[src/inc/lpms_pkg.sv]
package lpms_pkg;

  // ------------------------------------------------------------------
  // timing
  // ------------------------------------------------------------------
  localparam int unsigned CLK_PERIOD_NS      = 10;        // 100 MHz bus clock
  localparam int unsigned WAKE_CLK_PERIOD_NS = 1_000_000; // about 1 kHz
  localparam int unsigned WAKE_TICK_CYCLES   =
    WAKE_CLK_PERIOD_NS / CLK_PERIOD_NS;
  localparam logic [7:0]  RESET_SEQ_LAST     = 8'h0F;     // 16 cycles held

  // ------------------------------------------------------------------
  // widths, vector and reset values
  // ------------------------------------------------------------------
  localparam int unsigned PIN_W   = 8;
  localparam int unsigned RTIS_W  = 3;
  localparam int unsigned ADDR_W  = 4;
  localparam int unsigned DATA_W  = 32;
  localparam logic [15:0] RESET_VECTOR_ADDR = 16'hFFFE;
  localparam logic [7:0]  PORT_DATA_RST     = 8'h00;
  localparam logic [7:0]  PERIPH_EN_RST     = 8'h00;
  localparam logic [2:0]  RTIS_RST          = 3'h0;
  localparam logic [2:0]  RTIS_OFF          = 3'h0;
  localparam logic        LVD_EN_RST        = 1'b0;
  localparam logic        LVD_STOP_RST      = 1'b0;
  localparam logic        SEL_LATCHED_RST   = 1'b0;
  localparam logic        IRQ_POL_RST       = 1'b0;

  // ------------------------------------------------------------------
  // register map (byte addresses) and field positions
  // ------------------------------------------------------------------
  localparam logic [3:0] OFS_CONTROL = 4'h0;
  localparam logic [3:0] OFS_POWER   = 4'h4; // power_mgmt_status_control_two
  localparam logic [3:0] OFS_PORT    = 4'h8;
  localparam logic [3:0] OFS_PERIPH  = 4'hC;

  localparam int unsigned CTL_LVD_EN_BIT      = 0;
  localparam int unsigned CTL_LVD_STOP_BIT    = 1;
  localparam int unsigned CTL_SEL_LATCHED_BIT = 2;
  localparam int unsigned CTL_IRQ_POL_BIT     = 3;
  localparam int unsigned CTL_RTIS_LSB        = 4;
  localparam int unsigned PWR_FLAG_BIT        = 0;
  localparam int unsigned PWR_ACK_BIT         = 1;
  localparam int unsigned PWR_STATE_LSB       = 4;

  // ------------------------------------------------------------------
  // states and debug commands
  // ------------------------------------------------------------------
  typedef enum logic [2:0] {
    ST_RESET = 3'b000,
    ST_RUN   = 3'b001,
    ST_WAIT  = 3'b010,
    ST_LATCHED_DEEP_SLEEP = 3'b011,
    ST_RETAINED_DEEP_SLEEP = 3'b100,
    ST_BDM   = 3'b101
  } lpms_state_t;

  typedef enum logic [1:0] {
    DBG_HALT       = 2'b00,
    DBG_MEM_STATUS = 2'b01,
    DBG_OTHER      = 2'b10
  } lpms_dbg_cmd_t;

endpackage

[src/lpms_sync3.sv]
`timescale 1ns/10ps
module lpms_sync3 #(
  parameter logic RESET_VAL = 1'b0
) (
  input  wire logic mclk_in,   // bus clock
  input  wire logic reset_in,  // synchronous reset, active high
  input  wire logic async_in,  // pin from outside the clock domain
  output logic      level_out  // filtered level
);

  typedef struct packed {
    logic s1;
    logic s2;
    logic s3;
    logic lvl;
  } lpms_sync_t;

  lpms_sync_t sync_reg;
  lpms_sync_t sync_next;

  // ------------------------------------------------------------------
  // three stages; a change counts once stages two and three agree
  // ------------------------------------------------------------------
  always_comb begin
    sync_next    = sync_reg;
    sync_next.s1 = async_in;
    sync_next.s2 = sync_reg.s1;
    sync_next.s3 = sync_reg.s2;
    if (sync_reg.s2 == sync_reg.s3) begin
      sync_next.lvl = sync_reg.s3;
    end
  end

  always_ff @(posedge mclk_in) begin
    if (reset_in) begin
      sync_reg <= {4{RESET_VAL}};
    end else begin
      sync_reg <= sync_next;
    end
  end

  assign level_out = sync_reg.lvl;

endmodule // lpms_sync3

[src/lpms_tick_div.sv]
`timescale 1ns/10ps
module lpms_tick_div #(
  parameter int unsigned TICKS = 100000
) (
  input  wire logic mclk_in,   // bus clock
  input  wire logic reset_in,  // synchronous reset, active high
  input  wire logic enable_in, // source runs while high
  output logic      tick_out   // one-cycle pulse per period
);

  localparam int unsigned W = (TICKS > 1) ? $clog2(TICKS) : 1;
  localparam logic [W-1:0] LAST = W'(TICKS - 1);

  typedef struct packed {
    logic [W-1:0] cnt;
    logic         tick;
  } lpms_div_t;

  lpms_div_t div_reg;
  lpms_div_t div_next;

  // ------------------------------------------------------------------
  // free divider; held cleared while disabled to save power
  // ------------------------------------------------------------------
  always_comb begin
    div_next      = div_reg;
    div_next.tick = 1'b0;
    if (!enable_in) begin
      div_next.cnt = '0;
    end else if (div_reg.cnt == LAST) begin
      div_next.cnt  = '0;
      div_next.tick = 1'b1;
    end else begin
      div_next.cnt = div_reg.cnt + W'(1);
    end
  end

  always_ff @(posedge mclk_in) begin
    if (reset_in) begin
      div_reg <= '0;
    end else begin
      div_reg <= div_next;
    end
  end

  assign tick_out = div_reg.tick;

endmodule // lpms_tick_div

[src/lpms_sequencer.sv]
// The register addresses and the Avalon-MM register port were chosen for this implementation.
`timescale 1ns/10ps
module lpms_sequencer
  import lpms_pkg::*;
#(
  parameter int unsigned WAKE_TICKS = lpms_pkg::WAKE_TICK_CYCLES
) (
  input  wire logic                            mclk_in,          // clock
  input  wire logic                            reset_in,         // sync rst
  // avalon-mm slave
  input  wire logic [lpms_pkg::ADDR_W-1:0]     avs_address_in,   // byte adr
  input  wire logic                            avs_read_in,      // read
  input  wire logic                            avs_write_in,     // write
  input  wire logic [lpms_pkg::DATA_W-1:0]     avs_writedata_in, // wr data
  output logic      [lpms_pkg::DATA_W-1:0]     avs_readdata_out, // rd data
  output logic                                 avs_waitrequest_out, // stall
  // pins
  input  wire logic                            mode_select_pin_in, // strap
  input  wire logic                            ext_reset_pin_n_in, // reset
  input  wire logic                            ext_irq_pin_in,   // irq pin
  // cpu core
  input  wire logic                            cpu_wait_in,      // wait op
  input  wire logic                            cpu_stop_in,      // stop op
  input  wire logic                            cpu_irq_req_in,   // any irq
  output logic                                 cpu_clk_en_out,   // clk gate
  output logic                                 cpu_reset_out,    // held rst
  output logic      [15:0]                     reset_vector_out, // vector
  output logic                                 clr_imask_out,    // pulse
  output logic                                 stack_go_out,     // pulse
  output logic                                 run_mode_out,     // run
  output logic                                 bdm_out,          // bg mode
  output logic                                 wake_irq_out,     // pulse
  // debug port
  input  wire logic                            dbg_valid_in,     // command
  input  wire lpms_pkg::lpms_dbg_cmd_t         dbg_cmd_in,       // kind
  output logic                                 dbg_ack_out,      // taken
  output logic                                 dbg_err_out,      // stop err
  output logic                                 dbg_mem_go_out,   // access
  // power and pins
  output logic                                 core_off_out,     // off
  output logic                                 reg_stby_out,     // stdby
  output logic                                 adc_stby_out,     // stdby
  output logic                                 pin_hold_out,     // latched
  input  wire logic [lpms_pkg::PIN_W-1:0]      periph_pin_in,    // periph
  output logic      [lpms_pkg::PIN_W-1:0]      pin_out           // to pads
);
  typedef struct packed {
    lpms_state_t       st;
    logic [7:0]        rst_cnt;
    logic              run_mode;
    logic              bdm;
    logic              cpu_clk_en;
    logic              cpu_rst;
    logic [15:0]       vec;
    logic              clr_imask;
    logic              stack_go;
    logic              lvd_en;
    logic              lvd_stop_en;
    logic              sel_latched;
    logic              irq_pol;
    logic [RTIS_W-1:0] rtis;
    logic [7:0]        tick_cnt;
    logic              wake_irq;
    logic [PIN_W-1:0]  port_data;
    logic [PIN_W-1:0]  periph_en;
    logic [PIN_W-1:0]  latch;
    logic [PIN_W-1:0]  pins;
    logic              hold;
    logic              flag;
    logic              dbg_ack;
    logic              dbg_err;
    logic              dbg_mem;
    logic              core_off;
    logic              reg_stby;
    logic              adc_stby;
    logic              waitreq;
    logic [DATA_W-1:0] rdata;
  } lpms_top_t;
  lpms_top_t seq_reg;
  lpms_top_t seq_next;
  logic ms_lvl;
  logic rstpin_n_lvl;
  logic irqpin_lvl;
  logic wake_tick;
  // ------------------------------------------------------------------
  // pin synchronisers and the 1 kHz wake source
  // ------------------------------------------------------------------
  lpms_sync3 #(.RESET_VAL(1'b1)) u_sync_ms (
    .mclk_in   (mclk_in),  .reset_in  (reset_in),
    .async_in  (mode_select_pin_in),
    .level_out (ms_lvl)
  );
  lpms_sync3 #(.RESET_VAL(1'b1)) u_sync_rst (
    .mclk_in   (mclk_in),  .reset_in  (reset_in),
    .async_in  (ext_reset_pin_n_in),
    .level_out (rstpin_n_lvl)
  );
  lpms_sync3 #(.RESET_VAL(1'b1)) u_sync_irq (
    .mclk_in   (mclk_in),  .reset_in  (reset_in),
    .async_in  (ext_irq_pin_in),
    .level_out (irqpin_lvl)
  );
  // source stopped when the interval field is zero
  lpms_tick_div #(.TICKS(WAKE_TICKS)) u_wake_div (
    .mclk_in   (mclk_in),  .reset_in  (reset_in),
    .enable_in (seq_reg.rtis != RTIS_OFF),
    .tick_out  (wake_tick)
  );
  // ------------------------------------------------------------------
  // next-state logic
  // ------------------------------------------------------------------
  always_comb begin
    logic              irq_cfg;
    logic              rti_fire;
    logic              stop_lvd_on;
    logic [7:0]        tick_target;
    logic [DATA_W-1:0] rd;
    irq_cfg     = irqpin_lvl ~^ seq_reg.irq_pol;
    rti_fire    = 1'b0;
    stop_lvd_on = seq_reg.lvd_en && seq_reg.lvd_stop_en;
    tick_target = 8'(8'h01 << seq_reg.rtis);
    rd          = '0;
    seq_next           = seq_reg;
    seq_next.clr_imask = 1'b0;
    seq_next.stack_go  = 1'b0;
    seq_next.dbg_ack   = 1'b0;
    seq_next.dbg_err   = 1'b0;
    seq_next.dbg_mem   = 1'b0;
    seq_next.wake_irq  = 1'b0;
    seq_next.waitreq   = 1'b1;
    // periodic wake: 2^select ticks of the slow source per interrupt
    if (seq_reg.rtis == RTIS_OFF) begin
      seq_next.tick_cnt = '0;
    end else if (wake_tick) begin
      if (seq_reg.tick_cnt + 8'h01 >= tick_target) begin
        seq_next.tick_cnt = '0;
        seq_next.wake_irq = 1'b1;
        rti_fire          = 1'b1;
      end else begin
        seq_next.tick_cnt = seq_reg.tick_cnt + 8'h01;
      end
    end
    // bus slave: one wait cycle, then answer at the following edge
    if ((avs_read_in || avs_write_in) && seq_reg.waitreq) begin
      seq_next.waitreq = 1'b0;
      unique case (avs_address_in)
        OFS_CONTROL: begin
          rd[CTL_LVD_EN_BIT]         = seq_reg.lvd_en;
          rd[CTL_LVD_STOP_BIT]       = seq_reg.lvd_stop_en;
          rd[CTL_SEL_LATCHED_BIT]    = seq_reg.sel_latched;
          rd[CTL_IRQ_POL_BIT]        = seq_reg.irq_pol;
          rd[CTL_RTIS_LSB +: RTIS_W] = seq_reg.rtis;
        end
        OFS_POWER: begin
          rd[PWR_FLAG_BIT]     = seq_reg.flag;
          rd[PWR_ACK_BIT]      = 1'b0;
          rd[PWR_STATE_LSB +: 3] = seq_reg.st;
        end
        OFS_PORT:   rd[PIN_W-1:0] = seq_reg.port_data;
        OFS_PERIPH: rd[PIN_W-1:0] = seq_reg.periph_en;
        default:    rd = '0;
      endcase
      if (avs_read_in) begin
        seq_next.rdata = rd;
      end
      if (avs_write_in) begin
        unique case (avs_address_in)
          OFS_CONTROL: begin
            seq_next.lvd_en      = avs_writedata_in[CTL_LVD_EN_BIT];
            seq_next.lvd_stop_en = avs_writedata_in[CTL_LVD_STOP_BIT];
            seq_next.sel_latched = avs_writedata_in[CTL_SEL_LATCHED_BIT];
            seq_next.irq_pol     = avs_writedata_in[CTL_IRQ_POL_BIT];
            seq_next.rtis = avs_writedata_in[CTL_RTIS_LSB +: RTIS_W];
          end
          OFS_POWER: begin
            // only a one opens the latches and clears the flag
            if (avs_writedata_in[PWR_ACK_BIT]) begin
              seq_next.flag = 1'b0;
              seq_next.hold = 1'b0;
            end
          end
          OFS_PORT:   seq_next.port_data = avs_writedata_in[PIN_W-1:0];
          OFS_PERIPH: seq_next.periph_en = avs_writedata_in[PIN_W-1:0];
          default: ;
        endcase
      end
    end
    // debug commands; restricted while the cpu sleeps
    if (dbg_valid_in) begin
      unique case (seq_reg.st)
        ST_WAIT, ST_LATCHED_DEEP_SLEEP, ST_RETAINED_DEEP_SLEEP: begin
          if (dbg_cmd_in == DBG_MEM_STATUS) begin
            seq_next.dbg_ack = 1'b1;
            seq_next.dbg_err = 1'b1;
          end else if (dbg_cmd_in == DBG_HALT && seq_reg.st == ST_WAIT) begin
            seq_next.dbg_ack = 1'b1;
          end
        end
        ST_RUN, ST_BDM: begin
          seq_next.dbg_ack = 1'b1;
          seq_next.dbg_mem = (dbg_cmd_in == DBG_MEM_STATUS);
        end
        default: ;
      endcase
    end
    // operating-mode sequence
    unique case (seq_reg.st)
      ST_RESET: begin
        // peripherals back to defaults; latches and flag survive
        seq_next.cpu_rst     = 1'b1;
        seq_next.cpu_clk_en  = 1'b0;
        seq_next.bdm         = 1'b0;
        seq_next.core_off    = 1'b0;
        seq_next.reg_stby    = 1'b0;
        seq_next.adc_stby    = 1'b0;
        seq_next.lvd_en      = LVD_EN_RST;
        seq_next.lvd_stop_en = LVD_STOP_RST;
        seq_next.sel_latched = SEL_LATCHED_RST;
        seq_next.irq_pol     = IRQ_POL_RST;
        seq_next.rtis        = RTIS_RST;
        seq_next.port_data   = PORT_DATA_RST;
        seq_next.periph_en   = PERIPH_EN_RST;
        if (seq_reg.rst_cnt == RESET_SEQ_LAST) begin
          // strap taken as the reset is released
          seq_next.st         = ms_lvl ? ST_RUN : ST_BDM;
          seq_next.run_mode   = ms_lvl;
          seq_next.bdm        = !ms_lvl;
          seq_next.cpu_rst    = 1'b0;
          seq_next.cpu_clk_en = 1'b1;
          seq_next.vec        = RESET_VECTOR_ADDR;
        end else begin
          seq_next.rst_cnt = seq_reg.rst_cnt + 8'h01;
        end
      end
      ST_RUN: begin
        if (cpu_wait_in) begin
          seq_next.st         = ST_WAIT;
          seq_next.cpu_clk_en = 1'b0;
          seq_next.clr_imask  = 1'b1;
        end else if (cpu_stop_in) begin
          seq_next.cpu_clk_en = 1'b0;
          seq_next.reg_stby   = 1'b1;
          seq_next.adc_stby   = 1'b1;
          if (seq_reg.sel_latched && !stop_lvd_on) begin
            seq_next.st       = ST_LATCHED_DEEP_SLEEP;
            seq_next.core_off = 1'b1;
            seq_next.latch    = seq_reg.pins;
            seq_next.hold     = 1'b1;
          end else begin
            // retained sleep keeps every register; pins are not latched and still follow port and peripheral
            seq_next.st = ST_RETAINED_DEEP_SLEEP;
          end
        end
      end
      ST_WAIT: begin
        if (dbg_valid_in && dbg_cmd_in == DBG_HALT) begin
          seq_next.st         = ST_BDM;
          seq_next.bdm        = 1'b1;
          seq_next.cpu_clk_en = 1'b1;
        end else if (cpu_irq_req_in || rti_fire) begin
          seq_next.st         = ST_RUN;
          seq_next.cpu_clk_en = 1'b1;
          seq_next.stack_go   = 1'b1;
        end
      end
      ST_LATCHED_DEEP_SLEEP: begin
        // pin is low-true here whatever polarity was programmed
        if (!irqpin_lvl || rti_fire) begin
          seq_next.st      = ST_RESET;
          seq_next.rst_cnt = '0;
          seq_next.cpu_rst = 1'b1;
          seq_next.flag    = 1'b1;
        end
      end
      ST_RETAINED_DEEP_SLEEP: begin
        if (irq_cfg || rti_fire) begin
          seq_next.st         = ST_RUN;
          seq_next.cpu_clk_en = 1'b1;
          seq_next.stack_go   = 1'b1;
          seq_next.reg_stby   = 1'b0;
          seq_next.adc_stby   = 1'b0;
        end
      end
      ST_BDM: seq_next.cpu_clk_en = 1'b1;
      default: begin
        seq_next.st      = ST_RESET;
        seq_next.rst_cnt = '0;
      end
    endcase
    // external reset pin restarts the sequence from any state
    if (!rstpin_n_lvl) begin
      if (seq_reg.st == ST_LATCHED_DEEP_SLEEP) begin
        seq_next.flag = 1'b1;
      end
      seq_next.st       = ST_RESET;
      seq_next.rst_cnt  = '0;
      seq_next.cpu_rst  = 1'b1;
      seq_next.run_mode = 1'b0;
    end
    // pads: latched value wins; else peripheral or port register
    if (seq_next.hold) begin
      seq_next.pins = seq_next.hold == seq_reg.hold ?
                      seq_reg.latch : seq_next.latch;
    end else begin
      seq_next.pins = (seq_reg.periph_en & periph_pin_in) |
                      (~seq_reg.periph_en & seq_reg.port_data);
    end
  end
  // ------------------------------------------------------------------
  // state register; flag, latches and held pins survive the reset pin, lost on full reset
  // ------------------------------------------------------------------
  always_ff @(posedge mclk_in) begin
    if (reset_in) begin
      seq_reg            <= '0;
      seq_reg.st         <= ST_RESET;
      seq_reg.cpu_rst    <= 1'b1;
      seq_reg.vec        <= RESET_VECTOR_ADDR;
      seq_reg.port_data  <= PORT_DATA_RST;
      seq_reg.periph_en  <= PERIPH_EN_RST;
      seq_reg.waitreq    <= 1'b1;
    end else begin
      seq_reg <= seq_next;
    end
  end
  // ------------------------------------------------------------------
  // outputs straight from the state register
  // ------------------------------------------------------------------
  assign avs_readdata_out    = seq_reg.rdata;
  assign avs_waitrequest_out = seq_reg.waitreq;
  assign cpu_clk_en_out      = seq_reg.cpu_clk_en;
  assign cpu_reset_out       = seq_reg.cpu_rst;
  assign reset_vector_out    = seq_reg.vec;
  assign clr_imask_out       = seq_reg.clr_imask;
  assign stack_go_out        = seq_reg.stack_go;
  assign run_mode_out        = seq_reg.run_mode;
  assign bdm_out             = seq_reg.bdm;
  assign wake_irq_out        = seq_reg.wake_irq;
  assign dbg_ack_out         = seq_reg.dbg_ack;
  assign dbg_err_out         = seq_reg.dbg_err;
  assign dbg_mem_go_out      = seq_reg.dbg_mem;
  assign core_off_out        = seq_reg.core_off;
  assign reg_stby_out        = seq_reg.reg_stby;
  assign adc_stby_out        = seq_reg.adc_stby;
  assign pin_hold_out        = seq_reg.hold;
  assign pin_out             = seq_reg.pins;
endmodule // lpms_sequencer

[config.mk]
export PLATFORM = sky130hd
export DESIGN_NAME = lpms_sequencer
export DESIGN_NICKNAME = d
export VERILOG_FILES = /design/src/inc/lpms_pkg.sv /design/src/lpms_sync3.sv /design/src/lpms_tick_div.sv /design/src/lpms_sequencer.sv
export SDC_FILE = /design/constraint.sdc
export NUM_CORES = 1
export LEC_CHECK = 0
export BUFFER_PORTS_ARGS = -buffer_cell sky130_fd_sc_hd__buf_2
export CORE_AREA = 3 3 85 127
export CTS_CLUSTER_DIAMETER = 150
export CTS_CLUSTER_SIZE = 25
export DETAILED_ROUTE_END_ITERATION = 10
export DIE_AREA = 0 0 88 130
export GPL_TIMING_DRIVEN = 0
export HOLD_SLACK_MARGIN = 0.12
export PLACE_DENSITY = 0.83
export RECOVER_POWER = 100
export SYNTH_ARGS = -nofsm -noshare
export SYNTH_HDL_FRONTEND = slang
export SYNTH_HIERARCHICAL = 1
export SYNTH_SLANG_ARGS = --single-unit
[constraint.sdc]
create_clock -name mclk_in -period 4.5 [get_ports mclk_in]
set_input_delay 0.675 -clock mclk_in [delete_from_list [all_inputs] [get_ports mclk_in]]
set_output_delay 0.675 -clock mclk_in [all_outputs]
set_load 0.02 [all_outputs]
==> impl_metrics.toml, run 1 <==
[run_status]
status = "complete, no violations"

[cells_and_area]
seqCellArea_mm2 = 0.002222
drive_gt1_share_pct = 19.86
fillers = 845
area_delta_synth_final_pct = 15.82
multi_input_area_mm2 = 0.002894
num-nets-final = 798
fin_util_pct = 66.36
largest_reg_flops = 51
n_antenna_cell = 0

[route]
routed_wl_um = 12780
detail_route.iter0.violations = 267
avgRoutedWirePerCell_um = 15.03
antenna_left = 0
firstDrtPassIters = 5
num_vias = 4669
avgViaCountPerCell = 5.493
drc = 0

[sta]
slew_violations = 0
max_freq_mhz = 321.4
period_share_pct = 69.14
setup_tns_ns = 0
hold_ws_ns = 0.4065
grt_setup_unrepaired = "false"
fin_crit_ns = 3.111
hold_viol_final = 0
max_slew_margin_pct = 40.58
final-setup-viol-count = 0
worst_pin_slew_ns = 0.8837
skew_ns = 0.007072

[die]
die_width_um = 88
pin_count = 128
die-area_mm2 = 0.01144
die_h_um = 130
coreArea_mm2 = 0.009744
initial_core_util_pct = 57.29
rows = 44

[global_route]
antenna_found_initial = 0
grt_max_degree = 19
grt_usage_pct = 22.60
first_global_vias = 4502
grt_pass1_wl_um = 20440
gr-total-overflow = 0

[synth]
synth_edf_count = 0
synth_cell_type_count = 72
synthTopCellsByCount = "111 x dfxtp_1, 88 x nor2_1, 58 x buf_4, 42 x mux2i_1, 33 x nand2_1"
yosys_warnings = 6
ys.flop_type = "dfxtp_1"
syn_area_mm2 = 0.005583
synth_top_area_share_pct = 39.80
synth.area.top_cells = "dfxtp_1 40%, buf_4 7.8%, mux2i_1 7.5%, nor2_1 5.9%, xnor2_1 2.7%"
yosysMostFrequentCell = "dfxtp_1"
syn_inst = 618
synth.avg_cell_area_um2 = 9.034
synth_top_area_cell = "dfxtp_1"
seq_area_frac_synth_pct = 39.80
ys_ff_latch = 111
async_reset_ff_share_pct = 0

[power]
p_per_area_mw_per_mm2 = 313.9
ir_drop_v = 0.0002094
p_leak_nw = 2.645
power_w = 0.002030

[clock_tree]
cts-root-buf = "clkbuf_16"
clkSinkCount = 111
ctsLongestPathBuffers = 2
cts_tree = "done"
numCtsBuffers = 9
clk_latency_ns = 0.34
htree_num_levels = 3
cts_hold_buf = 0
cts.repair.resized = 0
clk_pin_slew_ns = 0.07
postCtsSetupBuffers = 0

[setup_path]
start_kind = "flop"
cp_max_fo = 7
crit_type = "flop to flop"
cp_data_required_time_ns = 4.73
end_kind = "flop"
crit_arrival_ns = 3.34

[hold_path]
hp-class = "flop to flop"

[place]
hpwl_um = 9774
globalplace.congestion = 0.8959
portBuffers = 63

[run]
drv_cap = 0
==> logic make-up after synthesis <==
logic type / synth area share [%]
AOI/OAI and AO/OA: 12.17
buffers and inverters: 10.38
muxes: 10.35
adders and majority gates: 2.465
DFF: 39.80
and+or+nand+nor: 20.62
other: 0.1345
xor gates and xnor gates: 4.079
==> per-layer routing <==
metal  vias up  wire length (um)  track usage, %
met2       182              6637           40.14
li1       2283                 -               -
met1      2162              4956           25.46
met4         0               439           11.29
met5         -                 0               0
met3        42               746           4.169
==> final timing paths <==
kind                          startpoint  depth (start not counted)                endpoint  slack [ns]
hold / removal    u_sync_ms/sync_next[2]                          1  u_sync_ms/sync_next[1]        0.41
hold reg to reg   u_sync_ms/sync_next[2]                          1  u_sync_ms/sync_next[1]        0.41
setup / recovery             seq_reg[76]                         11          cpu_clk_en_out        1.39
setup reg to reg             seq_reg[76]                         11          cpu_clk_en_out        1.39
==> power by group <==
group	internal [W]	switching, W
Sequential	0.000988	0.00000489
Combinational	0.0000464	0.0000711
Clock	0.000562	0.000357
==> final cells by class <==
cell class,count,area share [%]
Timing Repair Buffer,63,4.257
Tap cell,115,2.225
Inverter,14,0.8127
Clock inverter,6,1.780
Clock buffer,10,3.696
Multi-Input combinational cell,452,44.76
Buffer,79,8.108
Sequential cell,111,34.37
==> cell usage in the layout (no fill, tap or decap), types with 5 or more instances in the layout <==
cell type,Yosys,final
mux2i_1,42,42
nand3_1,27,29
mux2_2,5,5
conb_1,2,40
dfxtp_1,111,111
nand2_1,33,33
nand4_1,7,7
nor3_1,10,10
nand3b_1,6,6
buf_2,10,39
inv_1,10,10
nor2_1,88,88
a21oi_1,27,27
a22oi_1,7,7
buf_4,58,58
nand2b_1,6,6
ha_1,11,11
or2_1,9,9
o21ai_0,9,12
clkbuf_1,10,45
clkbuf_16,0,9
nor2b_1,6,6
xor2_1,9,9
xnor2_1,17,17
o22ai_1,9,10
==> through the flow <==
| stage | instance area (um^2) | setup slack (ns) | instances |
|---|---|---|---|
| 4_1_cts | 6539 | 1.643 | 850 |
| 6_report | 6466 | 1.389 | 850 |
| 3_5_place_dp | 6185 | 1.699 | 834 |
| 2_1_floorplan | 5725 | 2.029 | 656 |
| 3_3_place_gp | 6185 | 1.730 | 834 |
| 5_1_grt | 6466 | 1.134 | 850 |
==> critical path, cell delays in order, from the launching register on <==
cell and delay [ns]:
dfxtp_1 0.42, and3_1 0.20, and3_1 0.25, nand3_1 0.12
xnor2_1 0.25, ha_1 0.31, a21oi_1 0.16, o21ai_0 0.13
nand3_1 0.24, nand3_1 0.29, o22ai_1 0.30, mux2_1 0.34
Power figures use the tool's default switching activity.
==> run 2, diff against run 1 <==
- CORE_AREA: 3 3 85 127 -> 3 3 88 131
- DIE_AREA: 0 0 88 130 -> 0 0 91 134
- PLACE_DENSITY: 0.83 -> 0.78
- clock period: 4.5 -> 3.15 ns (I/O delays scaled with it)
==> impl_metrics.toml, run 2 (same netlist as run 1, synthesis figures left out) <==
[global_route]
busiest_layer = "met2"
met2_usage_pct = 36.42
met3_usage_pct = 4.209
antenna_found_initial = 0
first_global_vias = 4465
gr-total-overflow = 0
grt_pass1_wl_um = 20120
grt_usage_pct = 20.01
grt_max_degree = 19
gr-usage-met1_pct = 21.73

[route]
detail_route.iter0.violations = 249
avgRoutedWirePerCell_um = 14.12
avgViaCountPerCell = 5.205
drc = 0
antenna_left = 0
firstDrtPassIters = 5
num_vias = 4575
routed_wl_um = 12410

[run]
drv_cap = 0

[sta]
hold_viol_final = 0
skew_ns = 0.006854
max_freq_mhz = 347.3
grt_setup_unrepaired = "false"
slew_violations = 0
max_slew_margin_pct = 34.05
worst_pin_slew_ns = 0.9809
fin_ws_ns = 0.2706
setup_tns_ns = 0
period_share_pct = 91.41
fin_crit_ns = 2.879
final-setup-viol-count = 0

[place]
globalplace.congestion = 0.9143
portBuffers = 63
dp_cells = 863
hpwl_um = 9638
dp_slack_ns = 0.3289

[cells_and_area]
mostFrequentLayoutCell = "dfxtp_1"
drive_gt1_share_pct = 20.14
fin_util_pct = 60.74
n_antenna_cell = 0
largest_reg_flops = 51
fillers = 947
final_cell_mix = "111 x dfxtp_1, 88 x nor2_1, 58 x buf_4"
layoutNonFillerInstCount = 879
num-nets-final = 798
area_delta_synth_final_pct = 15.22
multi_input_area_mm2 = 0.002904
seqCellArea_mm2 = 0.002222

[run_status]
status = "complete, no violations"

[clock_tree]
cts_tree = "done"
ctsLongestPathBuffers = 2
numCtsBuffers = 9
cts-root-buf = "clkbuf_16"
htree_num_levels = 3
clk_latency_ns = 0.35
cts.repair.resized = 0
cts_hold_buf = 0
postCtsSetupBuffers = 0
clkSinkCount = 111
clk_pin_slew_ns = 0.07

[setup_path]
crit_arrival_ns = 3.12
cp_slowest_cell = "dfxtp_1"
crit_chain = "and3_1, and3_1, nand3_1, xnor2_1, ha_1, nand2_1, o21ai_0, nor2_1, o21ai_1, clkbuf_1, nor2_1, o221a_2"
max_stage_delay_ns = 0.44
cp_max_fo = 10
crit_buf_inv = 1
cp_data_required_time_ns = 3.39
start_kind = "flop"
crit_family = "simple AND/OR/NAND/NOR gates"
end_kind = "flop"
crit_type = "flop to flop"

[hold_path]
hp-class = "input port to flop"

[power]
p_per_area_mw_per_mm2 = 408.7
ir_drop_v = 0.0002559
p_leak_nw = 2.600

[die]
die-area_mm2 = 0.01219
die_h_um = 134
die_width_um = 91
coreArea_mm2 = 0.01059
pin_count = 128
initial_core_util_pct = 52.72
rows = 46
## run 2: path summary, 6_finish.rpt
check / to / slack, ns / from / depth (start not counted)
max: seq_reg[78] / 0.27 / seq_reg[76] / 12
min: u_sync_rst/sync_next[2] / 0.30 / ext_reset_pin_n_in / 2
max reg2reg: seq_reg[78] / 0.27 / seq_reg[76] / 12
min reg2reg: u_sync_rst/sync_next[1] / 0.41 / u_sync_rst/sync_next[2] / 1
## run 2: worst reg2reg max path, cell delays in order (launching register included)
cell and delay, ns:
dfxtp_1 0.44, and3_1 0.20, and3_1 0.24, nand3_1 0.11, xnor2_1 0.17, ha_1 0.34
nand2_1 0.06, o21ai_0 0.27, nor2_1 0.07, o21ai_1 0.16, clkbuf_1 0.37, nor2_1 0.08
o221a_2 0.27
## run 2: cell type report
cell class	instances	share of cell area (%)
inverters	14	0.8170
clock buffers	9	3.501
flip-flops and latches	111	34.55
plain buffers	79	8.150
clock inverters	7	0.7586
repair buffers	63	4.279
multi-input cells	452	45.15
well taps	144	2.801
## run 2: stage by stage
step	total power, W	instance area [um^2]	hold slack [ns]
5_1_grt	0.002720	6432	0.2965
2_1_floorplan	0.001571	5725	0.3854
6_report	0.002629	6432	0.2959
3_5_place_dp	0.001615	6221	0.3983
4_1_cts	0.002650	6495	0.2886
3_3_place_gp	0.001612	6221	0.4022
## run 2: where the power goes
group / total, W / leakage, nW / switching, W / internal (W)
combinational: 0.000167 / 1.58 / 0.000100 / 0.0000663
clock: 0.00104 / 0.124 / 0.000509 / 0.000536
sequential: 0.00142 / 0.897 / 0.00000623 / 0.00141
## run 2: layer usage
| metal | vias to the layer above | share of wire (%) | wire length, um |
|---|---|---|---|
| met5 | - | 0 | 0 |
| met4 | 0 | 3.5 | 438 |
| met3 | 34 | 4.8 | 597 |
| met2 | 134 | 52 | 6422 |
| met1 | 2124 | 40 | 4954 |
| li1 | 2283 | - | - |
